==> config.mk <==
export PLATFORM = sky130hd
export DESIGN_NAME = palette_host_bus_port
export DESIGN_NICKNAME = d
export VERILOG_FILES = /design/src/rtl/palette_host_pkg.sv /design/src/rtl/phase_timer_if.sv /design/src/rtl/palette_host_bus_port.sv /design/src/rtl/phase_timer.sv
export SDC_FILE = /design/constraint.sdc
export NUM_CORES = 1
export LEC_CHECK = 0
export ABC_AREA = 1
export BUFFER_PORTS_ARGS = -buffer_cell sky130_fd_sc_hd__buf_4
export CELL_PAD_IN_SITES_DETAIL_PLACEMENT = 0
export CELL_PAD_IN_SITES_GLOBAL_PLACEMENT = 1
export CORE_MARGIN = 10
export CORE_UTILIZATION = 45
export CTS_BUF_LIST = sky130_fd_sc_hd__clkbuf_2
export DETAILED_ROUTE_END_ITERATION = 16
export GPL_TIMING_DRIVEN = 0
export PLACE_DENSITY = 0.95
export SYNTH_ARGS = -nofsm -noshare
export SYNTH_HDL_FRONTEND = slang
export SYNTH_SLANG_ARGS = --single-unit
==> constraint.sdc <==
create_clock -name mclk -period 4.1 [get_ports mclk]
set_input_delay 0.615 -clock mclk [delete_from_list [all_inputs] [get_ports mclk]]
set_output_delay 0.615 -clock mclk [all_outputs]
set_load 0.1 [all_outputs]
==> src/rtl/palette_host_pkg.sv <==
// Constants, select codes and helpers for the palette host bus controller
package palette_host_pkg;

  // Clock rate
  localparam int CLK_PERIOD_NS = 4;

  // Pin timing, in nanoseconds
  localparam int T_SETUP_NS = 10;  // Select/data valid before strobe edge
  localparam int T_PULSE_NS = 50;  // Strobe low time
  localparam int T_HOLD_NS  = 10;  // Hold and recovery after strobe rises

  // Synchroniser depth on the returning data pins
  localparam int SYNC_STAGES = 2;

  // Cycle counts, least times rounded up
  localparam logic [7:0] SETUP_CYC =
    8'((T_SETUP_NS + CLK_PERIOD_NS - 1) / CLK_PERIOD_NS);
  localparam logic [7:0] PULSE_CYC =
    8'((T_PULSE_NS + CLK_PERIOD_NS - 1) / CLK_PERIOD_NS);
  localparam logic [7:0] HOLD_CYC =
    8'((T_HOLD_NS + CLK_PERIOD_NS - 1) / CLK_PERIOD_NS);
  localparam logic [7:0] RD_PULSE_CYC = 8'(PULSE_CYC + 8'(SYNC_STAGES));

  // Register select codes
  localparam logic [2:0] SEL_ADDR_WR     = 3'h0;
  localparam logic [2:0] SEL_PALETTE     = 3'h1;
  localparam logic [2:0] SEL_READ_MASK   = 3'h2;
  localparam logic [2:0] SEL_ADDR_RD     = 3'h3;
  localparam logic [2:0] SEL_OVL_ADDR_WR = 3'h4;
  localparam logic [2:0] SEL_OVERLAY     = 3'h5;
  localparam logic [2:0] SEL_RESERVED    = 3'h6;
  localparam logic [2:0] SEL_OVL_ADDR_RD = 3'h7;

  // Colour phase values, narrow colour mask, pointer step and timer ends
  localparam logic [1:0] PHASE_RED   = 2'h0;
  localparam logic [1:0] PHASE_BLUE  = 2'h2;
  localparam logic [1:0] PHASE_STEP  = 2'h1;
  localparam logic [7:0] PTR_STEP    = 8'h01;
  localparam logic [7:0] COLOR6_MASK = 8'h3f;
  localparam logic [7:0] TIMER_LAST  = 8'h01;
  localparam logic [7:0] TIMER_ZERO  = 8'h00;

  // Select code addresses the address register
  function automatic logic is_addr_code(input logic [2:0] sel);
    is_addr_code = (sel == SEL_ADDR_WR) || (sel == SEL_ADDR_RD) ||
                   (sel == SEL_OVL_ADDR_WR) || (sel == SEL_OVL_ADDR_RD);
  endfunction

  // Select code addresses colour storage
  function automatic logic is_color_code(input logic [2:0] sel);
    is_color_code = (sel == SEL_PALETTE) || (sel == SEL_OVERLAY);
  endfunction

  // Narrow colour bytes keep only the low six bits
  function automatic logic [7:0] fmt_color(input logic [7:0] d,
                                           input logic [2:0] sel,
                                           input logic       wide);
    fmt_color = (is_color_code(sel) && !wide) ? (d & COLOR6_MASK) : d;
  endfunction

endpackage

==> src/rtl/phase_timer_if.sv <==
// Load/expire handshake between the access sequencer and its timer
`timescale 1ns/100ps
interface phase_timer_if;
  logic       load;
  logic [7:0] count;
  logic       done;

  modport ctl (output load, output count, input done);
  modport tmr (input load, input count, output done);
endinterface

==> src/rtl/palette_host_bus_port.sv <==
// Host controller that drives the palette port strobes, selects and data
`timescale 1ns/100ps
module palette_host_bus_port
  import palette_host_pkg::*;
(
  input  wire logic       mclk,
  input  wire logic       rst_n,
  input  wire logic       cmd_valid,
  output logic            cmd_ready,
  input  wire logic       cmd_write,
  input  wire logic [2:0] cmd_select,
  input  wire logic [7:0] cmd_wdata,
  input  wire logic       wide_color,
  output logic            rsp_valid,
  output logic [7:0]      rsp_rdata,
  output logic [1:0]      color_phase_count,
  output logic [7:0]      entry_pointer,
  output logic            wr_n,
  output logic            rd_n,
  output logic [2:0]      register_select,
  output logic            color_width_8,
  output logic [7:0]      host_data_bus_out,
  output logic            host_data_bus_oe_n,
  input  wire logic [7:0] host_data_bus_in
);

  typedef enum logic [1:0] {IDLE, SETUP, STROBE, HOLD} state_t;

  logic       rst_meta_n;
  logic       rst_sync_n;
  logic [7:0] data_meta;
  logic [7:0] data_sync;
  state_t     state;
  state_t     next_state;
  logic       is_write;
  logic       take;
  logic       strobe_end;
  logic       access_end;
  logic [7:0] next_pointer;
  logic [1:0] next_phase;
  logic [7:0] rd_fmt;

  phase_timer_if tim ();

  // Reset release through two flops
  always_ff @(posedge mclk or negedge rst_n)
  begin
    if (!rst_n)
    begin
      rst_meta_n <= 1'b0;
      rst_sync_n <= 1'b0;
    end
    else
    begin
      rst_meta_n <= 1'b1;
      rst_sync_n <= rst_meta_n;
    end
  end

  // Returning data pins pass two flops before use
  always_ff @(posedge mclk or negedge rst_sync_n)
  begin
    if (!rst_sync_n)
    begin
      data_meta <= 8'h00;
      data_sync <= 8'h00;
    end
    else
    begin
      data_meta <= host_data_bus_in;
      data_sync <= data_meta;
    end
  end

  phase_timer u_timer (
    .clk        (mclk),
    .rst_sync_n (rst_sync_n),
    .tim        (tim)
  );

  // Sequencer decode; no pixel clock is involved anywhere
  assign take       = (state == IDLE) && cmd_valid && cmd_ready;
  assign strobe_end = (state == STROBE) && tim.done;
  assign access_end = (state == HOLD) && tim.done;
  assign tim.load   = (next_state != state) && (next_state != IDLE);
  // Read strobe covers device access plus synchroniser delay
  assign tim.count  = (next_state == SETUP) ? SETUP_CYC :
                      (next_state == HOLD) ? HOLD_CYC :
                      is_write ? PULSE_CYC : RD_PULSE_CYC;
  // Narrow colour reads keep only the low six bits
  assign rd_fmt = fmt_color(data_sync, register_select, color_width_8);

  always_comb
  begin
    next_state = state;
    unique case (state)
      IDLE:   if (take) next_state = SETUP;
      SETUP:  if (tim.done) next_state = STROBE;
      STROBE: if (tim.done) next_state = HOLD;
      HOLD:   if (tim.done) next_state = IDLE;
    endcase
  end

  // Shadow of the device address register and colour phase
  always_comb
  begin
    next_pointer = entry_pointer;
    next_phase   = color_phase_count;
    if (is_addr_code(register_select))
    begin
      // Reads use the byte caught at strobe end; the pins are stale by now
      next_pointer = is_write ? host_data_bus_out : rsp_rdata;
      if (is_write)
        next_phase = PHASE_RED;
    end
    else if (is_color_code(register_select))
    begin
      if (color_phase_count == PHASE_BLUE)
      begin
        next_phase   = PHASE_RED;
        next_pointer = entry_pointer + PTR_STEP;
      end
      else
        next_phase = color_phase_count + PHASE_STEP;
    end
  end

  // Sequencer state
  always_ff @(posedge mclk or negedge rst_sync_n)
  begin
    if (!rst_sync_n)
      state <= IDLE;
    else
      state <= next_state;
  end

  // Command capture: select and data held for the whole access
  always_ff @(posedge mclk or negedge rst_sync_n)
  begin
    if (!rst_sync_n)
    begin
      is_write          <= 1'b0;
      register_select   <= SEL_ADDR_WR;
      host_data_bus_out <= 8'h00;
      color_width_8     <= 1'b1;
    end
    else if (take)
    begin
      is_write          <= cmd_write;
      register_select   <= cmd_select;
      color_width_8     <= wide_color;
      // Wide colour passes all eight bits, narrow drops six, seven
      host_data_bus_out <= fmt_color(cmd_wdata, cmd_select,
                                     wide_color);
    end
  end

  // Pin drive: strobes low only in STROBE, data driven only on writes
  always_ff @(posedge mclk or negedge rst_sync_n)
  begin
    if (!rst_sync_n)
    begin
      wr_n               <= 1'b1;
      rd_n               <= 1'b1;
      host_data_bus_oe_n <= 1'b1;
    end
    else
    begin
      wr_n <= !((next_state == STROBE) && is_write);
      rd_n <= !((next_state == STROBE) && !is_write);
      // Bus released on reads so only the device drives it
      // At take the stored access kind is stale, so use the command's
      host_data_bus_oe_n <= take ? !cmd_write
                                 : !((next_state != IDLE) && is_write);
    end
  end

  // Handshake, read data caught at strobe end, shadow update at access end
  always_ff @(posedge mclk or negedge rst_sync_n)
  begin
    if (!rst_sync_n)
    begin
      cmd_ready         <= 1'b0;
      rsp_valid         <= 1'b0;
      rsp_rdata         <= 8'h00;
      color_phase_count <= PHASE_RED;
      entry_pointer     <= 8'h00;
    end
    else
    begin
      cmd_ready <= (next_state == IDLE) && !take;
      rsp_valid <= access_end;
      if (strobe_end && !is_write)
        rsp_rdata <= rd_fmt;
      if (access_end)
      begin
        color_phase_count <= next_phase;
        entry_pointer     <= next_pointer;
      end
    end
  end

  // Helper: length of each read strobe
  logic [7:0] rd_low_cnt;
  always_ff @(posedge mclk or negedge rst_sync_n)
  begin
    if (!rst_sync_n)
      rd_low_cnt <= 8'h00;
    else if (rd_n)
      rd_low_cnt <= 8'h00;
    else
      rd_low_cnt <= rd_low_cnt + PTR_STEP;
  end

  chk_wr_data_held: assert property (@(posedge mclk)
    disable iff (!rst_sync_n)
    $rose(wr_n) |-> !host_data_bus_oe_n && $stable(host_data_bus_out)
                    ##1 !host_data_bus_oe_n[*2])
    else $error("write data not held across strobe rise");

  chk_wr_select_stable: assert property (@(posedge mclk)
    disable iff (!rst_sync_n)
    !wr_n |-> $stable(register_select) &&
              register_select == $past(register_select, 3))
    else $error("select moved around write strobe");

  chk_rd_low_len: assert property (@(posedge mclk)
    disable iff (!rst_sync_n)
    $rose(rd_n) |-> rd_low_cnt == RD_PULSE_CYC)
    else $error("read strobe length wrong");

  chk_rd_select_stable: assert property (@(posedge mclk)
    disable iff (!rst_sync_n)
    !rd_n |-> $stable(register_select) && host_data_bus_oe_n)
    else $error("select moved or bus driven during read");

  chk_phase_legal: assert property (@(posedge mclk)
    disable iff (!rst_sync_n)
    rsp_valid && is_write && is_addr_code(register_select)
      |-> color_phase_count == PHASE_RED && entry_pointer ==
          host_data_bus_out)
    else $error("address write did not reset colour phase");

  chk_narrow_write: assert property (@(posedge mclk)
    disable iff (!rst_sync_n)
    !wr_n && !color_width_8 && is_color_code(register_select)
      |-> host_data_bus_out[7:6] == 2'h0)
    else $error("narrow colour write drives upper bits");

endmodule

==> src/rtl/phase_timer.sv <==
// Down counter that times each phase of a bus access
`timescale 1ns/100ps
module phase_timer
  import palette_host_pkg::*;
(
  input  wire logic  clk,
  input  wire logic  rst_sync_n,
  phase_timer_if.tmr tim
);

  logic [7:0] cnt;

  // Done in the last cycle of a phase loaded with count cycles; the load
  // request is left out so the sequencer's next state never loops back here
  assign tim.done = (cnt == TIMER_LAST);

  // Reload on request, otherwise count down to zero
  always_ff @(posedge clk or negedge rst_sync_n)
  begin
    if (!rst_sync_n)
      cnt <= TIMER_ZERO;
    else if (tim.load)
      cnt <= tim.count;
    else if (cnt != TIMER_ZERO)
      cnt <= cnt - PTR_STEP;
  end

endmodule

==> After elaboration in Yosys (flattened, before gate mapping) <==
Cells that the tools add are included.
{ "word_totals": {"out_inout_bits": 35, "in_bits": 24, "ff_bits": 64} }
{ "op_classes": {"n_reduce_logical": 35, "n_eq_ne": 17, "mux": 21, "addsub": 3} }
{ "ops": {"columns": ["operator", "count"], "rows": [
  ["8-bit 2-to-1 mux", 8],
  ["2-bit 2-to-1 mux", 9],
  ["3-bit equality test (second input constant)", 4],
  ["1-bit logical AND", 12],
  ["2-bit equality test (second input constant)", 5],
  ["8-bit by 1-bit adder with 8-bit output (second input constant)", 1],
  ["8-bit by 1-bit equality test with 1-bit output (second input constant)", 1],
  ["1-bit zero test", 8],
  ["4-bit 2-to-1 mux", 2],
  ["2-bit one-hot mux with 4 select lines", 1],
  ["2-bit nonzero test", 4],
  ["8-bit nonzero test", 1],
  ["8-bit by 1-bit subtractor with 8-bit output (second input constant)", 1],
  ["3-bit by 1-bit equality test with 1-bit output (second input constant)", 2],
  ["3-bit AND reduction", 2],
  ["1-bit logical OR", 5],
  ["2-bit by 1-bit equality test with 1-bit output (second input constant)", 2],
  ["2-bit zero test", 2],
  ["3-bit by 2-bit equality test with 1-bit output (second input constant)", 1],
  ["3-bit zero test", 1],
  ["2-bit by 1-bit adder with 2-bit output (second input constant)", 1],
  ["2-bit inequality test", 1],
  ["2-bit inequality test (second input constant)", 1],
  ["1-bit 2-to-1 mux", 1]
]} }

==> Longest topological paths before layout <==
{ "logic_depth": {"depth_word": 9, "depth_mapped": 10, "mapped_depth_nobuf": 10} }

==> Modules after synthesis <==
Synthesis repeated with hierarchy kept, for this count alone.
{ "unflattened": {"hier_cells": 333, "hier_area_um2": 2939.1} }
{ "by_module_without_submodules": {"columns": ["mod", "cells_per_inst", "seq_area_each_um2", "n_inst", "area_each_um2"], "rows": [
  ["palette_host_bus_port", 253, 1406.3, 1, 2316.0],
  ["phase_timer", 80, 200.2, 1, 623.1]
]} }

==> Worst setup path after synthesis <==
OpenSTA, ideal clock, no wires.
{ "synth_timing": {"path_type": "register -> register", "start": "register register_select[0]", "end": "register entry_pointer[5]", "setup_time_ns": 0.124, "setup_slack_ns": 1.868, "path_stages_with_launch": 9, "path_buffers": 1, "arrival_time_ns": 2.108, "synth_period_minus_slack_ns": 2.232, "path_cell_list": "dfrtp_1 inv_1 ha_1 nor2_1 a211oi_1 nand2_2 buf_6 o21ai_2 nand2_1"} }
{ "synth_between": {"elab_chain_cells": 6, "elab_cells_between_ends": 14} }
{ "synth_lines": {"columns": ["element", "line", "source"], "rows": [
  ["start: declaration", "palette_host_bus_port.sv:20", "output logic [2:0] register_select,"],
  ["start signal: assignment", "palette_host_bus_port.sv:150", "register_select <= cmd_select;"],
  ["3-bit by 2-bit equality test with 1-bit output / 3-bit zero test (equally long branches)", "palette_host_pkg.sv:45", "is_addr_code = (sel == SEL_ADDR_WR) || (sel == SEL_ADDR_RD) ||"],
  ["1-bit logical OR (2 in a row)", "palette_host_pkg.sv:45", null],
  ["1-bit logical OR", "palette_host_pkg.sv:46", "(sel == SEL_OVL_ADDR_WR) || (sel == SEL_OVL_ADDR_RD);"],
  ["2-bit nonzero test (no source line)", null, null],
  ["3-bit AND reduction (no source line)", null, null],
  ["end signal: assignment", "palette_host_bus_port.sv:198", "entry_pointer <= next_pointer;"],
  ["end: declaration", "palette_host_bus_port.sv:17", "output logic [7:0] entry_pointer,"]
]} }
Several ways; a longest one is shown, not always the timed one.
A chain may end at the register's enable or synchronous reset.

==> Worst setup path in the final report <==
{ "layout_timing": {"start": "register color_width_8", "end": "output color_width_8"} }
{ "layout_lines": {"columns": ["element", "line", "source"], "rows": [
  ["start: declaration", "palette_host_bus_port.sv:21", "output logic color_width_8,"],
  ["start signal: assignment", "palette_host_bus_port.sv:151", "color_width_8 <= wide_color;"]
]} }
No word-level cell between the ends.

==> flow_metrics.py <==
metrics = {
    "outcome": {
        "outcome": "completed",
    },
    "grt": {
        "grt_max_degree": 33,
        "antenna_found_initial": 0,
        "grt_pass1_vias": 2357,
        "grt_pass1_wl_um": 11500,
        "grt_usage_pct": 14.3,
        "grt_overflow_total": 0,
    },
    "worst_setup_path": {
        "crit_type": "flop to output port",
        "cp_top_family": "flip-flops",
        "critPathLaunchType": "flop",
        "crit_buf_inv": 1,
        "crit_path_end_kind": "output port",
        "arrival_ns": 1.41,
        "required_ns": 3.48,
        "r2r_slack_ns": 2.35,
        "slowest_delay_ns": 0.60,
        "cp_max_fo": 4,
        "crit_slowest_cell": "dfstp_2",
        "path_cells": "buf_4",
    },
    "clock_tree": {
        "ctsLongestPathBuffers": 2,
        "cts.clk_slew.worst_paths_ns": 0.20,
        "cts_root_buf": "clkbuf_2",
        "cts_sinks": 64,
        "cts_tree": "done",
        "numCtsBuffers": 9,
        "insertion_delay_ns": 0.51,
        "htreeDepth": 3,
    },
    "drt": {
        "drc": 0,
        "drt_iter0_drc": 78,
        "dr_total_vias": 2300,
        "wire_per_inst_um": 14.8,
        "ant_nets": 0,
        "avgViaCountPerCell": 4.86,
        "wirelength_um": 6980,
        "dr.pass1.iters": 4,
    },
    "logic_synthesis": {
        "yosys_warnings": 0,
        "avgSynthCellArea_um2": 8.95,
        "synth_seq_area_share_pct": 56.1,
        "yosysUniqueCellTypes": 31,
        "netlist_instances": 320,
        "synth_seq_cells": 64,
        "syn_area_um2": 2860,
        "synth.net_count": 350,
    },
    "cells_and_area": {
        "multi_input_area_um2": 1050,
        "n_antenna_cell": 0,
        "fillers": 582,
        "area_delta_synth_final_pct": 24.9,
        "nets": 421,
        "drive_gt1_share_pct": 28.3,
        "seq_area_um2": 1610,
    },
    "timing": {
        "fmax_mhz": 494,
        "hold_viol": 0,
        "grt_setup_unrepaired": "false",
        "worst_slew_pin_slew_ns": 0.682,
        "relSlewSlack_pct": 54.5,
        "post-route-period-util_pct": 49.3,
        "period_needed_ns": 2.02,
        "setup_violations": 0,
        "clock_skew_ns": 0.0139,
        "setup_tns_ns": 0,
        "drv_slew": 0,
    },
    "job": {
        "drv_cap": 0,
    },
    "floorplanning": {
        "die_height_um": 99.8,
        "fp.dieW_um": 99.8,
        "die_area_um2": 9950,
        "core_area_um2": 6280,
        "std_cell_rows": 29,
        "ios": 59,
        "start_util_pct": 45.6,
    },
    "placed_design": {
        "gp_congestion": 0.822,
        "io_buffers": 58,
        "place_hpwl_um": 5240,
    },
    "min_path": {
        "hold_class": "input port to flop",
    },
}
cell families (layout without fill, tap and decap cells):
logic type               after synthesis  in the layout  synth area share (%)
buffers and inverters                 51            127                  7.30
AND/OR/NAND/NOR                      142            142                  21.8
flip-flops                            64             64                  56.1
adder cells (fa/ha/maj)                6              6                  2.62
XOR/XNOR                               5              5                  1.53
other                                  1              1                 0.131
AO/OA/AOI/OAI                         51             51                  10.5
placed cells by master, fill, tap and decap left out, types with 3 or more instances in the layout:
cell,n
ha_1,6
nand2_2,5
clkbuf_2,9
o21ai_0,28
xor2_1,3
o21ai_1,3
nand2_1,87
nand3_1,16
a21oi_1,7
nor2_2,3
dfstp_2,4
clkinv_4,3
o21ai_2,9
dfrtp_1,59
inv_2,5
inv_1,39
buf_4,58
nor2_1,21
area by class of cell:
cell class,instances,share of cell area [%]
tap,77,2.70
sequential,64,45.0
clock buffer,9,1.26
multi-input combinational,205,29.3
timing repair buffer,60,13.0
clock inverter,7,2.91
inverter,45,4.73
buffer,6,1.12
routing by layer:
layer,GRT usage (%),vias up,wire length [um]
li1,-,1145,-
met1,17.0,1079,3030
met2,23.0,66,3410
met3,5.20,10,468
met4,5.62,0,74
met5,0,-,0
synth_stat cells:
cell / n / area, um^2
o21ai_2: 9 / 78.8
inv_2: 5 / 18.8
clkinv_1: 1 / 3.75
nand4_1: 2 / 12.5
nor3_2: 1 / 10.0
nor2_1: 21 / 78.8
a21oi_1: 7 / 35.0
or2_2: 1 / 6.26
nand2_1: 87 / 327
nor2_2: 3 / 18.8
o21ai_0: 28 / 140
o31ai_1: 2 / 15.0
a2bb2oi_1: 1 / 8.76
nand3_2: 1 / 10.0
nand2_2: 5 / 31.3
nand3_4: 1 / 17.5
dfrtp_1: 60 / 1500
nor3_1: 2 / 10.0
conb_1: 1 / 3.75
ha_1: 6 / 75.1
a211oi_1: 1 / 7.51
nand3_1: 16 / 80.1
buf_2: 2 / 10.0
nor2_4: 2 / 22.5
xnor2_1: 2 / 17.5
o21ai_1: 3 / 15.0
dfstp_2: 4 / 105
xor2_1: 3 / 26.3
inv_1: 39 / 146
buf_6: 2 / 22.5
clkbuf_1: 2 / 7.51
sequential cells by signal, summed over array words and instances, names as in the netlist:
register / flops
rd_n: 1
host_data_bus_out: 8
host_data_bus_oe_n: 1
register_select: 3
data_meta: 8
data_sync: 8
state: 2
entry_pointer: 8
rsp_valid: 1
rst_sync_n: 1
color_width_8: 1
color_phase_count: 2
cmd_ready: 1
wr_n: 1
is_write: 1
u_timer.cnt: 8
rst_meta_n: 1
rsp_rdata: 8
stage by stage:
stage | worst slack, ns | hold WS (ns) | area [um^2] | cells | utilization (%)
4_1_cts | 2.04 | 0.145 | 3570 | 473 | 56.9
2_1_floorplan | 1.87 | 0.319 | 2860 | 320 | -
6_report | 2.08 | 0.194 | 3570 | 473 | 56.9
5_1_grt | 2.02 | 0.138 | 3570 | 473 | 56.9
3_3_place_gp | 1.55 | 0.332 | 3390 | 455 | 54.1
3_5_place_dp | 2.36 | 0.331 | 3420 | 456 | 54.4
repair_timing:
item / 4_1_cts / 5_1_grt
resized for setup: 0 / 0
endpoints found under the setup margin: 0 / 0
setup buffers: 0 / 0
hold buffers: 1 / 0
endpoints found under the hold margin: 2 / 0
final timing paths:
path | start | endpoint | cells after the start
min in group asynchronous | rst_sync_n$_DFF_PN0_ | host_data_bus_out[4]$_DFFE_PN0P_ | 0
setup / recovery | color_width_8$_DFFE_PN1P_ | color_width_8 | 1
hold reg to reg | rst_sync_n$_DFF_PN0_ | host_data_bus_out[4]$_DFFE_PN0P_ | 0
max in group asynchronous | rst_sync_n$_DFF_PN0_ | wr_n$_DFF_PN1_ | 1
hold / removal | host_data_bus_in[6] | data_meta[6]$_DFF_PN0_ | 1
setup reg to reg | register_select[0]$_DFFE_PN0P_ | entry_pointer[1]$_DFFE_PN0P_ | 7
Power is left out: the tool's default activity adds up to more than one toggle a clock period on the data nets, which glitch-free logic cannot reach.
